==> config.mk <==
export PLATFORM = sky130hd
export DESIGN_NAME = channel_meter_tone_mask_regs
export DESIGN_NICKNAME = d
export VERILOG_FILES = /design/src/rtl/channel_regs_pkg.sv /design/src/rtl/debounce_filter.sv /design/src/rtl/channel_meter_tone_mask_regs.sv
export SDC_FILE = /design/constraint.sdc
export NUM_CORES = 1
export LEC_CHECK = 0
export BUFFER_PORTS_ARGS = -buffer_cell sky130_fd_sc_hd__buf_4
export CAP_MARGIN = 30
export CORE_MARGIN = 2
export CORE_UTILIZATION = 40
export CTS_CLUSTER_DIAMETER = 40
export CTS_CLUSTER_SIZE = 10
export DETAILED_ROUTE_END_ITERATION = 6
export GPL_TIMING_DRIVEN = 0
export SYNTH_ARGS = -nofsm -noshare
export SYNTH_HDL_FRONTEND = slang
export SYNTH_SLANG_ARGS = --single-unit
==> constraint.sdc <==
create_clock -name clock_in -period 14 [get_ports clock_in]
set_clock_uncertainty 0.2 [all_clocks]
set_input_delay 2.1 -clock clock_in [delete_from_list [all_inputs] [get_ports clock_in]]
set_output_delay 2.1 -clock clock_in [all_outputs]
set_load 0.1 [all_outputs]
==> src/rtl/channel_regs_pkg.sv <==
package channel_regs_pkg;
  // Register offsets on the command port
  localparam logic [6:0] ADDR_SRC_SHIFT = 7'h08;
  localparam logic [6:0] ADDR_THR = 7'h09;
  localparam logic [6:0] ADDR_DEBOUNCE = 7'h0a;
  localparam logic [6:0] ADDR_MON_LO = 7'h0b;
  localparam logic [6:0] ADDR_MON_HI = 7'h0c;
  localparam logic [6:0] ADDR_RT = 7'h0d;
  localparam logic [6:0] ADDR_RBK = 7'h0e;
  localparam logic [6:0] ADDR_ET = 7'h0f;
  localparam logic [6:0] ADDR_EBRK = 7'h10;
  localparam logic [6:0] ADDR_MASK = 7'h11;
  // Command byte layout
  localparam int CMD_WRITE_BIT = 7;
  // Field positions
  localparam int SCALE_LSB = 4;
  localparam int OVER_BIT = 7;
  localparam int GAIN_BIT = 6;
  localparam int RECT_BIT = 5;
  localparam int HOOK_DB_LSB = 4;
  // Mask and event bit positions
  localparam int MB_GK = 4;
  localparam int MB_HK = 3;
  localparam int MB_OT = 2;
  localparam int MB_RAMP = 1;
  localparam int MB_POL = 0;
  // Reset values
  localparam logic [7:0] RT_RST = 8'h13;
  localparam logic [7:0] RBK_RST = 8'h19;
  localparam logic [7:0] ET_RST = 8'h40;
  localparam logic [7:0] EBRK_RST = 8'h64;
  localparam logic [4:0] MASK_RST = 5'h1f;
  // Meter scaling
  localparam logic [3:0] SHIFT_MAX_CODE = 4'ha;
  localparam logic [3:0] SHIFT_CAP = 4'hb;
  localparam int GAIN_SHIFT = 4;
  localparam int THR_SHIFT = 12;
  // Timing, clock at 20 MHz
  localparam int CLK_PERIOD_NS = 50;
  localparam int HOOK_TICK_NS = 125000;
  localparam int HOOK_TICK_CYCLES = (HOOK_TICK_NS + CLK_PERIOD_NS - 1) / CLK_PERIOD_NS;
  localparam int PIN_TICK_NS = 500000;
  localparam int PIN_TICK_CYCLES_DEF = (PIN_TICK_NS + CLK_PERIOD_NS - 1) / CLK_PERIOD_NS;
  localparam logic [7:0] HOOK_INTERVALS = 8'h10;
  localparam logic [7:0] PIN_BASE_TICKS = 8'h05;
  localparam logic [7:0] PIN_STEP_TICKS = 8'h04;
  // Tone detector time units as log2 of ms
  localparam int RT_UNIT_SHIFT = 4;
  localparam int BRK_UNIT_SHIFT = 2;
  // Meter source codes
  typedef enum logic [3:0] {
    SRC_TIP_DC = 4'h0,
    SRC_DC_DIFF = 4'h4,
    SRC_LINE = 4'h9,
    SRC_PIN3 = 4'ha,
    SRC_PIN4 = 4'hb,
    SRC_RING_TRIP = 4'hc,
    SRC_HALF_SUPPLY = 4'hd,
    SRC_ENC_OFFSET = 4'he,
    SRC_PIN_DIFF = 4'hf
  } meter_source_type;
  // Command port states, one-hot
  typedef enum logic [1:0] {
    ST_IDLE = 2'b01,
    ST_DATA = 2'b10
  } bus_state_type;
endpackage : channel_regs_pkg

==> src/rtl/debounce_filter.sv <==
module debounce_filter
  import channel_regs_pkg::*;
(
  input wire logic clock_in,
  input wire logic rstn_in,
  input wire logic tick_in,
  input wire logic [7:0] need_in,
  input wire logic raw_in,
  output logic level_out
);
  // Stable-interval counter and accepted level
  typedef struct packed {
    logic [7:0] cnt;
    logic level;
  } db_state_type;
  db_state_type s_r;
  db_state_type s_nxt;

  // Count intervals of steady disagreement
  always_comb begin
    s_nxt = s_r;
    if (raw_in == s_r.level) begin
      // Any bounce back restarts the wait
      s_nxt.cnt = 8'h00;
    end else if (tick_in) begin
      // First interval may be partial, so one extra tick keeps the minimum
      if (s_r.cnt >= need_in) begin
        s_nxt.level = raw_in;
        s_nxt.cnt = 8'h00;
      end else begin
        s_nxt.cnt = 8'(s_r.cnt + 8'h01);
      end
    end
  end

  // State register
  always_ff @(posedge clock_in or negedge rstn_in) begin
    if (!rstn_in) begin
      s_r <= '0;
    end else begin
      s_r <= s_nxt;
    end
  end

  assign level_out = s_r.level;
endmodule : debounce_filter

==> src/rtl/channel_meter_tone_mask_regs.sv <==
// Summary of operation
// - Shift code scales meter, capped at 1/2048
// - Four-bit code selects DC meter source
// - Gain bit multiplies meter result by 16
// - Rectifier bit enables meter rectification
// - Flag set when |result| exceeds code/8 scale
// - Over-threshold flag read-only, resets to zero
// - Hook debounce: sixteen intervals of (code+1)*0.125ms
// - Pin debounce 2.5ms plus 2ms per step
// - Low monitor holds low or compressed byte
// - High monitor holds high byte, else 00
// - Monitors read-only, only in port mode
// - Recognition time is value times 16 ms
// - Recognition break is value times 4 ms
// - End detection is value times 4 ms
// - End break is value in milliseconds
// - Unmasked ground-key changes raise events
// - Unmasked off-hook changes raise events
// - Unmasked overheat rising edge raises event
// - Unmasked ramp-done rising edge raises event
// - Unmasked key polarity change raises event
// - All five masks set after reset
// - Command top bit: one write, zero read
module channel_meter_tone_mask_regs
  import channel_regs_pkg::*;
#(
  parameter int PIN_TICK_CYCLES = PIN_TICK_CYCLES_DEF
) (
  input wire logic clock_in,
  input wire logic rstn_in,
  input wire logic byte_valid_in,
  input wire logic [7:0] byte_in,
  output logic [7:0] read_data_out,
  output logic read_valid_out,
  input wire logic mpi_mode_in,
  input wire logic signed [15:0] meter_raw_in,
  input wire logic meter_valid_in,
  output logic signed [19:0] meter_result_out,
  output logic over_threshold_flag_out,
  output logic [3:0] meter_source_select_out,
  output logic meter_source_valid_out,
  input wire logic [15:0] tx_sample_in,
  input wire logic tx_sample_valid_in,
  input wire logic linear_coding_in,
  input wire logic hook_raw_in,
  input wire logic ground_key_raw_in,
  output logic hook_level_out,
  output logic ground_key_level_out,
  input wire logic [3:0] pin_raw_in,
  input wire logic [3:0] pin_is_input_in,
  output logic [3:0] pin_level_out,
  output logic [11:0] recognition_time_ms_out,
  output logic [9:0] recognition_break_ms_out,
  output logic [9:0] end_detect_ms_out,
  output logic [7:0] end_detect_break_ms_out,
  input wire logic [3:0] ground_key_status_in,
  input wire logic [3:0] off_hook_status_in,
  input wire logic overheat_status_in,
  input wire logic ramp_done_in,
  input wire logic key_polarity_status_in,
  output logic [4:0] event_out
);
  // Whole block state
  typedef struct packed {
    bus_state_type st;
    logic [6:0] addr;
    logic [3:0] scale;
    logic [3:0] src;
    logic gain;
    logic rect;
    logic [2:0] thr;
    logic over;
    logic [3:0] hook_db;
    logic [3:0] pin_db;
    logic [7:0] mon_lo;
    logic [7:0] mon_hi;
    logic [7:0] rt;
    logic [7:0] rbk;
    logic [7:0] et;
    logic [7:0] ebrk;
    logic [4:0] mask;
    logic [7:0] rdata;
    logic rvalid;
    logic [19:0] meter;
    logic [3:0] gk_prev;
    logic [3:0] hk_prev;
    logic ot_prev;
    logic ramp_prev;
    logic pol_prev;
    logic [4:0] ev;
    logic [11:0] hdiv;
    logic [3:0] hint;
    logic htick;
    logic [15:0] pdiv;
    logic ptick;
  } state_type;
  state_type s_r;
  state_type s_nxt;

  // Meter datapath helpers
  logic signed [19:0] m_gain;
  logic signed [19:0] m_shift;
  logic signed [19:0] m_out;
  logic [19:0] m_abs;
  logic [19:0] thr_level;
  logic [3:0] shamt;
  logic [7:0] rd_mux;
  logic [7:0] pin_need;
  logic [3:0] pin_db_level;

  // Next-state logic
  always_comb begin
    s_nxt = s_r;
    s_nxt.rvalid = 1'b0;
    s_nxt.htick = 1'b0;
    s_nxt.ptick = 1'b0;
    // Meter scaling chain
    m_gain = s_r.gain ? (20'(meter_raw_in) <<< GAIN_SHIFT) : 20'(meter_raw_in);
    shamt = (s_r.scale > SHIFT_MAX_CODE) ? SHIFT_CAP : s_r.scale;
    m_shift = m_gain >>> shamt;
    m_out = (s_r.rect && m_shift[19]) ? 20'(-m_shift) : m_shift;
    m_abs = m_out[19] ? 20'(-m_out) : m_out;
    thr_level = 20'(s_r.thr) << THR_SHIFT;
    // Read mux, unused bits zero
    case (byte_in[6:0])
      ADDR_SRC_SHIFT: rd_mux = {s_r.scale, s_r.src};
      ADDR_THR: rd_mux = {s_r.over, s_r.gain, s_r.rect, 2'b00, s_r.thr};
      ADDR_DEBOUNCE: rd_mux = {s_r.hook_db, s_r.pin_db};
      // Monitors answer only in port mode
      ADDR_MON_LO: rd_mux = mpi_mode_in ? s_r.mon_lo : 8'h00;
      ADDR_MON_HI: rd_mux = (mpi_mode_in && linear_coding_in) ? s_r.mon_hi : 8'h00;
      ADDR_RT: rd_mux = s_r.rt;
      ADDR_RBK: rd_mux = s_r.rbk;
      ADDR_ET: rd_mux = s_r.et;
      ADDR_EBRK: rd_mux = s_r.ebrk;
      ADDR_MASK: rd_mux = {3'b000, s_r.mask};
      default: rd_mux = 8'h00;
    endcase
    // Command byte handling
    case (s_r.st)
      ST_IDLE: begin
        if (byte_valid_in) begin
          if (byte_in[CMD_WRITE_BIT]) begin
            // Write: wait for the data byte
            s_nxt.addr = byte_in[6:0];
            s_nxt.st = ST_DATA;
          end else begin
            // Read: answer on the next cycle
            s_nxt.rdata = rd_mux;
            s_nxt.rvalid = 1'b1;
          end
        end
      end
      ST_DATA: begin
        if (byte_valid_in) begin
          s_nxt.st = ST_IDLE;
          case (s_r.addr)
            ADDR_SRC_SHIFT: begin
              s_nxt.scale = byte_in[7:SCALE_LSB];
              s_nxt.src = byte_in[3:0];
            end
            ADDR_THR: begin
              // Flag and reserved bits keep their value
              s_nxt.gain = byte_in[GAIN_BIT];
              s_nxt.rect = byte_in[RECT_BIT];
              s_nxt.thr = byte_in[2:0];
            end
            ADDR_DEBOUNCE: begin
              s_nxt.hook_db = byte_in[7:HOOK_DB_LSB];
              s_nxt.pin_db = byte_in[3:0];
            end
            ADDR_RT: s_nxt.rt = byte_in;
            ADDR_RBK: s_nxt.rbk = byte_in;
            ADDR_ET: s_nxt.et = byte_in;
            ADDR_EBRK: s_nxt.ebrk = byte_in;
            ADDR_MASK: s_nxt.mask = byte_in[4:0];
            // Read-only and unmapped: ignored
            default: s_nxt.mask = s_r.mask;
          endcase
        end
      end
      default: s_nxt.st = ST_IDLE;
    endcase
    // Meter update and threshold compare
    if (meter_valid_in) begin
      s_nxt.meter = m_out;
      s_nxt.over = m_abs > thr_level;
    end
    // Transmit sample capture
    if (tx_sample_valid_in) begin
      s_nxt.mon_lo = tx_sample_in[7:0];
      s_nxt.mon_hi = linear_coding_in ? tx_sample_in[15:8] : 8'h00;
    end
    // Hook interval tick: base 0.125 ms, every code+1 bases
    if (s_r.hdiv == 12'(HOOK_TICK_CYCLES - 1)) begin
      s_nxt.hdiv = 12'h000;
      if (s_r.hint == s_r.hook_db) begin
        s_nxt.hint = 4'h0;
        s_nxt.htick = 1'b1;
      end else begin
        s_nxt.hint = 4'(s_r.hint + 4'h1);
      end
    end else begin
      s_nxt.hdiv = 12'(s_r.hdiv + 12'h001);
    end
    // Pin tick every 0.5 ms
    if (s_r.pdiv == 16'(PIN_TICK_CYCLES - 1)) begin
      s_nxt.pdiv = 16'h0000;
      s_nxt.ptick = 1'b1;
    end else begin
      s_nxt.pdiv = 16'(s_r.pdiv + 16'h0001);
    end
    // Event detection against previous status
    s_nxt.gk_prev = ground_key_status_in;
    s_nxt.hk_prev = off_hook_status_in;
    s_nxt.ot_prev = overheat_status_in;
    s_nxt.ramp_prev = ramp_done_in;
    s_nxt.pol_prev = key_polarity_status_in;
    s_nxt.ev[MB_GK] = (|(ground_key_status_in ^ s_r.gk_prev)) & ~s_r.mask[MB_GK];
    s_nxt.ev[MB_HK] = (|(off_hook_status_in ^ s_r.hk_prev)) & ~s_r.mask[MB_HK];
    s_nxt.ev[MB_OT] = overheat_status_in & ~s_r.ot_prev & ~s_r.mask[MB_OT];
    s_nxt.ev[MB_RAMP] = ramp_done_in & ~s_r.ramp_prev & ~s_r.mask[MB_RAMP];
    s_nxt.ev[MB_POL] = (key_polarity_status_in ^ s_r.pol_prev) & ~s_r.mask[MB_POL];
  end

  // State register with documented defaults
  always_ff @(posedge clock_in or negedge rstn_in) begin
    if (!rstn_in) begin
      s_r <= '0;
      s_r.st <= ST_IDLE;
      s_r.rt <= RT_RST;
      s_r.rbk <= RBK_RST;
      s_r.et <= ET_RST;
      s_r.ebrk <= EBRK_RST;
      s_r.mask <= MASK_RST;
    end else begin
      s_r <= s_nxt;
    end
  end

  // Hook and ground-key filters, sixteen intervals each
  debounce_filter u_hook_db (
    .clock_in(clock_in),
    .rstn_in(rstn_in),
    .tick_in(s_r.htick),
    .need_in(HOOK_INTERVALS),
    .raw_in(hook_raw_in),
    .level_out(hook_level_out)
  );
  debounce_filter u_gk_db (
    .clock_in(clock_in),
    .rstn_in(rstn_in),
    .tick_in(s_r.htick),
    .need_in(HOOK_INTERVALS),
    .raw_in(ground_key_raw_in),
    .level_out(ground_key_level_out)
  );

  // Pin filters: 5 + 4*code half-ms ticks
  assign pin_need = 8'(PIN_BASE_TICKS + PIN_STEP_TICKS * 8'(s_r.pin_db));
  for (genvar i = 0; i < 4; i++) begin : g_pin
    debounce_filter u_pin_db (
      .clock_in(clock_in),
      .rstn_in(rstn_in),
      .tick_in(s_r.ptick),
      .need_in(pin_need),
      .raw_in(pin_raw_in[i]),
      .level_out(pin_db_level[i])
    );
    // Output pins bypass the filter
    assign pin_level_out[i] = pin_is_input_in[i] ? pin_db_level[i] : pin_raw_in[i];
  end

  // Source code validity
  always_comb begin
    case (s_r.src)
      SRC_TIP_DC, SRC_DC_DIFF, SRC_LINE, SRC_PIN3, SRC_PIN4, SRC_RING_TRIP,
      SRC_HALF_SUPPLY, SRC_ENC_OFFSET, SRC_PIN_DIFF: meter_source_valid_out = 1'b1;
      default: meter_source_valid_out = 1'b0;
    endcase
  end

  // Outputs
  assign read_data_out = s_r.rdata;
  assign read_valid_out = s_r.rvalid;
  assign meter_result_out = s_r.meter;
  assign over_threshold_flag_out = s_r.over;
  assign meter_source_select_out = s_r.src;
  assign recognition_time_ms_out = {s_r.rt, 4'h0} >> (4 - RT_UNIT_SHIFT);
  assign recognition_break_ms_out = {s_r.rbk, 2'b00} >> (2 - BRK_UNIT_SHIFT);
  assign end_detect_ms_out = {s_r.et, 2'b00} >> (2 - BRK_UNIT_SHIFT);
  assign end_detect_break_ms_out = s_r.ebrk;
  assign event_out = s_r.ev;
endmodule : channel_meter_tone_mask_regs

Word-level counts from Yosys, hierarchy flattened
Memories as Yosys holds them, arrays and structs flattened.
Index checks and enable logic that the tools add are counted.
{ "totals": {"regBits": 217, "romBits": 16, "in_bits": 68, "word_cells": 197, "memories": 1} }
{ "mem_list": {"columns": ["name", "words", "word_bits", "rd", "rd_clocked_by_memory_dff", "write_ports", "line_no", "rtl"], "rows": [
  ["(no name shown)", 16, 1, 1, 0, 0, "channel_meter_tone_mask_regs.sv:276", "case (s_r.src)"]
]} }
{ "op_classes": {"addsub": 12, "n_lt_le_gt_ge": 8, "n_eq_ne": 32, "shift": 1, "n_mux": 49, "bitwise": 24, "n_reduce_logical": 27} }
{ "op_table": {"columns": ["cell", "n"], "rows": [
  ["2-to-1 mux 8 bit", 15],
  ["equality test 7 x 4 -> 1 bit, second input constant", 14],
  ["case mux 8 bit (10 select lines)", 1],
  ["2-to-1 mux 9 bit", 8],
  ["AND reduction 3 bit", 17],
  ["adder 8 x 1 -> 8 bit, second input constant", 6],
  ["2-to-1 mux 20 bit", 2],
  ["negator 20 bit", 2],
  ["greater-or-equal comparator 8 x 7 -> 1 bit", 4],
  ["equality test 7 x 5 -> 1 bit, second input constant", 4],
  ["> comparator 20 x 15 -> 1 bit", 1],
  [">>> shifter 20 x 4 -> 20 bit", 1],
  ["2-to-1 mux 19 bit", 1],
  ["adder 16 x 1 -> 16 bit, second input constant", 1],
  ["equality test 16 x 14 -> 1 bit, second input constant", 1],
  ["greater-or-equal comparator 8 x 5 -> 1 bit, second input constant", 2],
  ["2-to-1 mux 1 bit", 16],
  ["2-to-1 mux 16 bit", 1],
  ["inverter 1 bit", 14],
  ["adder 12 x 1 -> 12 bit, second input constant", 1],
  ["equality test 12 bit, second input constant", 1],
  ["2-to-1 mux 12 bit", 1],
  ["nonzero test 2 bit", 6],
  ["2-to-1 mux 4 bit", 2],
  ["other kinds (15)", 31]
]} }

Logic depth before layout (Yosys ltp)
{ "depth": {"depth_word": 8, "ltp_mapped": 23, "ltp_nobuf": 20} }

Modules after synthesis
Synthesis repeated with hierarchy kept, for this count alone.
{ "unflattened": {"cells_unflattened": 1416, "area_unflattened_um2": 13915.8} }
{ "modules_own_cells": {"columns": ["mod", "instances", "cells_per_inst", "area_each_um2", "seq_area_each_um2"], "rows": [
  ["channel_meter_tone_mask_regs", 1, 960, 9862.0, 4098.9],
  ["debounce_filter", 6, 76, 675.6, 225.2]
]} }

Least setup slack after synthesis
Ideal clock, no wire load.
{ "synth_path": {"path_type": "input -> register", "start": "in meter_raw_in[4]", "end": "reg s_r (netlist bit over_threshold_flag_out)", "arrival_ps": 5487, "t_required_ps": 13659, "setup_slack_ps": 8172, "path_stages": 19, "cell_sequence": "mux4_2 > nand2_1 > o21ai_1 > a211oi_4 > ha_1 > nand2_1 > nor4b_4 > mux2i_1 > a21oi_1 > and4_4 > buf_6 > a21oi_1 > xor2_1 > ha_1 > a21o_1 > a21oi_1 > a41oi_1 > a31oi_1 > a31oi_1"} }
{ "synth_between": {"elab_chain_cells": 7, "elab_cells_between_ends": 8, "cone_classes": "add/sub (2); order compare (1); shift (1); mux (3); reduce/logical (1)"} }
{ "synth_lines": {"columns": ["item", "line_no", "rtl"], "rows": [
  ["from (decl)", "channel_meter_tone_mask_regs.sv:36", "input wire logic signed [15:0] meter_raw_in,"],
  ["2-to-1 mux 19 bit *", "channel_meter_tone_mask_regs.sv:118", "m_gain = s_r.gain ? (20'(meter_raw_in) <<< GAIN_SHIFT) : 20'(meter_raw_in);"],
  [">>> shifter 20 x 4 -> 20 bit *", "channel_meter_tone_mask_regs.sv:120", "m_shift = m_gain >>> shamt;"],
  ["negator 20 bit / logical AND 1 bit (equally long branches)", "channel_meter_tone_mask_regs.sv:121", "m_out = (s_r.rect && m_shift[19]) ? 20'(-m_shift) : m_shift;"],
  ["2-to-1 mux 20 bit *", "channel_meter_tone_mask_regs.sv:121", null],
  ["negator 20 bit", "channel_meter_tone_mask_regs.sv:122", "m_abs = m_out[19] ? 20'(-m_out) : m_out;"],
  ["2-to-1 mux 20 bit *", "channel_meter_tone_mask_regs.sv:122", null],
  ["> comparator 20 x 15 -> 1 bit *", "channel_meter_tone_mask_regs.sv:187", "s_nxt.over = m_abs > thr_level;"],
  ["to (signal assigned)", "channel_meter_tone_mask_regs.sv:237", "s_r <= s_nxt;"],
  ["to (decl)", "channel_meter_tone_mask_regs.sv:97", "state_type s_r;"]
]} }
Mark *: on every way between the ends. The rest lies on a longest branch, timed or not.
A chain may end at the register's enable or synchronous reset.

Worst setup path after layout
{ "layout_path": {"start": "in meter_raw_in[8]", "end": "reg s_r (netlist bit over_threshold_flag_out)"} }
Same word-level chain as after synthesis.

==> run metrics <==
cell count after placement=slightly below 2000; ys flop type=dfrtp_1; CP cell instances=buf_4, mux2i_1, mux2i_1, a31o_1, a311oi_1, a22o_1, nor4b_4, a41oi_1, xor2_1, and4_4, buf_6, a21oi_1, xor2_1, ha_1, a21o_1, a21oi_1, a41oi_1, a31oi_1, a31oi_1; vias=10781; pin count of the biggest net entering global routing=118; worst slew pin tran=between 0.9 and 1 ns; via/cell ratio=~5.4; Design Area, Final=~16000 µm²; Mapped Cells=roughly 1300; grt total ovfl=0; initial DRC count=about 710; Ys Warns=0; CP Data Arrival Time=around 6.4 ns; residual DRC count=0; global placer's final weighted congestion=around 0.94; syn_area_per_cell=~9.9 µm²; non-filler cells, final=roughly 2000; Reg-to-Reg Start=s_r[150]$_DFFE_PN0P_; CTS clk-pin slew, worst paths=roughly 0.05 ns; Post-CTS Setup Bufs=0; global-route wire length before repair=around 58000 µm; DRT Pass-1 Iters=7; min Tclk post-route=between 6 and 7 ns; post-DR wirelength/cell=18.0 µm; Crit Path Category=input port to register; M3 GR Usage=3.01%; PortBufs=between 100 and 150; fin crit share=around 44%; final wirelength=35800 µm; post-route setup slack=a little under 8 ns; Worst Path Max Fanout=8; status=finished, final reports clean; final setup vio count=0; post-route ant nets=0; initial antenna violation count=1; cts hold-fix bufs=0; Nets=between 1500 and 2000; max_cap viols=0; Max Fclk=approximately 160 MHz; Peak VDD IR=0.0677 mV; share of cells above drive strength 1=between 20% and 30%; worst-skew pair later-pin latency=around 0.53 ns; Area after DPL=~15000 µm²; Leakage=roughly 7.3 nW; PD cells=115 nW/µm²; Num CTS Buffers=38; # resized after CTS=0; Initial Utilization=40.6%; R2R setup slack=approximately 8.8 ns; netlist area before placement=about 13000 µm²; core footprint=roughly 32000 µm²; row count=66; pre-CTS setup slack=7.32 ns; Finished Core Util=roughly half; M2 GR Usage=between 30% and 40%; Seq cells post-synth=217; H-tree depth=2; async set-reset flop share out of synthesis=between 90% and 100%; vias in the first global route=10580; Die Height=roughly 190 µm; area delta synth->final=22.9%; I/O pin cnt=154; register area share after synthesis=41.4%; fin. max-slew vios=0; Worst path slowest cell=mux2i_1; die area=between 30000 and 40000 µm²; Synth cell types=78; number of synthesized flops with an enable pin=0; CTS Buffer Depth=3; clk sinks=around 220; crit path from=meter_raw_in[8]; Root Driver=clkbuf_16; GRT busiest layer=met2; Setup TNS Final=0 ns; met1 Resource Use GR=~30%; Filler cells=3047; CTS tree=done; Worst slew margin=around 37%; CP max stage delay=roughly 0.64 ns; FF-to-FF End=over_threshold_flag_out$_DFFE_PN0P_; Fin. Hold Viols=0; Hold Path Class=register to register; DPL Wire Length=roughly 26000 µm; total track usage=a little over a fifth; Reg2Reg Depth=21; width of the die=between 150 and 200 µm; Critical Path End=over_threshold_flag_out$_DFFE_PN0P_; CP required=~14 ns; RSZ-0062 raised after global routing=no; CP Launch Type=input port; CP endpoint kind=register
## final cells by class
type,count,area (µm²),share of cell area (%)
Multi-Input combinational cell,943,6750,41.7
Sequential cell,217,5450,33.7
Timing Repair Buffer,148,1130,7.00
Clock buffer,51,1050,6.48
Buffer,132,851,5.26
Tap cell,442,553,3.42
Clock inverter,19,244,1.51
Inverter,41,154,0.951
Antenna cell,1,2.50,0.0155
## cell families (layout without fill, tap and decap cells)
logic type | Yosys count | count (layout) | synth area share [%]
AO/OA/AOI/OAI | 266 | 266 | 13.7
XOR/XNOR | 72 | 72 | 4.79
adder cells (fa/ha/maj) | 44 | 44 | 4.18
buffers and inverters | 173 | 391 | 7.63
flip-flops | 217 | 217 | 41.4
multiplexers | 138 | 138 | 12.4
other | 1 | 9 | 0.0285
AND/OR/NAND/NOR | 415 | 415 | 15.9
## how the worst min path moves through the flow
stage	start	endpoint	slack [ns]	cells past startpoint
final	s_r[40]$_DFF_PN0_	event_out[1]$_DFF_PN0_	0.20	1
after CTS	s_r[41]$_DFF_PN0_	event_out[2]$_DFF_PN0_	0.20	1
after floorplan	s_r[40]$_DFF_PN0_	event_out[1]$_DFF_PN0_	0.18	1
after global placement	s_r[40]$_DFF_PN0_	event_out[1]$_DFF_PN0_	0.19	1
after global routing	s_r[40]$_DFF_PN0_	event_out[1]$_DFF_PN0_	0.23	1
after detailed placement	s_r[41]$_DFF_PN0_	event_out[2]$_DFF_PN0_	0.19	1
## layer usage
| metal | share of wire (%) | vias to the layer above |
|---|---|---|
| li1 | - | 5099 |
| met1 | 45 | 5276 |
| met2 | 46 | 335 |
| met3 | 5.4 | 71 |
| met4 | 3.1 | 0 |
| met5 | 0 | - |
## state kept, by name (all words and copies together) (netlist names)
signal,cells
end_detect_break_ms_out,8
end_detect_ms_out,8
event_out,5
g_pin.u_pin_db.level_out,4
g_pin.u_pin_db.s_r,32
meter_result_out,20
meter_source_select_out,4
over_threshold_flag_out,1
read_data_out,8
read_valid_out,1
recognition_break_ms_out,8
recognition_time_ms_out,8
s_r,92
u_gk_db.level_out,1
u_gk_db.s_r,8
u_hook_db.level_out,1
u_hook_db.s_r,8
## power breakdown
group	switching [mW]	internal, mW
Combinational	0.184	0.0852
Sequential	0.0143	0.651
Clock	0.335	0.591
Total	0.533	1.33
## cell usage after synthesis (all sizes together) (11+ instances only)
master,instances,area (µm²)
dfrtp,201,5030
nand2,102,383
nor2,100,375
buf,98,723
o21ai,97,485
mux2,91,1020
nand3,64,333
ha,44,551
inv,40,150
mux2i,37,378
xor2,37,324
xnor2,35,307
clkbuf,34,128
a21oi,33,188
nor2b,25,156
nand2b,22,138
nor3,17,85.1
dfstp,16,420
a21o,15,113
and3,15,93.8
a31oi,14,87.6
and2,14,87.6
a22oi,13,97.6
nand4,13,81.3
o31ai,13,126
a222oi,11,110
nor4,11,75.1
o22ai,11,68.8
## cells in the final DEF, fill, tap and decap left out, types with 11 or more instances in the layout
master and count:
dfrtp_1 201, a22oi_1 13, nand3_1 63, nand2b_1 22
clkbuf_1 42, buf_2 13, a21o_1 15, mux2_2 87
inv_1 40, o22ai_1 11, buf_4 224, and2_1 14
nand4_1 13, ha_1 44, and3_1 15, a21oi_1 31
mux2i_1 35, nor2_1 100, nor2b_1 25, nor3_1 17
clkbuf_16 38, xnor2_1 35, nand2_1 102, o21ai_0 92
dfstp_2 16, a31oi_1 14, a222oi_1 11, xor2_1 37
## stage by stage
stage	power (mW)	hold WS (ns)
final	1.86	0.196
after global routing	1.93	0.227
after CTS	1.88	0.196
after detailed placement	0.944	0.188
after global placement	0.940	0.187
after floorplan	0.864	0.182
## critical path: cells and delay by family
family / cells / cell delay (ns)
simple gates: 2 / 0.69
compound gates: 10 / 1.81
fa+ha+maj: 1 / 0.30
mux: 2 / 0.81
buf+inv: 2 / 0.23
xor+xnor: 2 / 0.42
No activity file was read; power rests on OpenSTA's default activity.
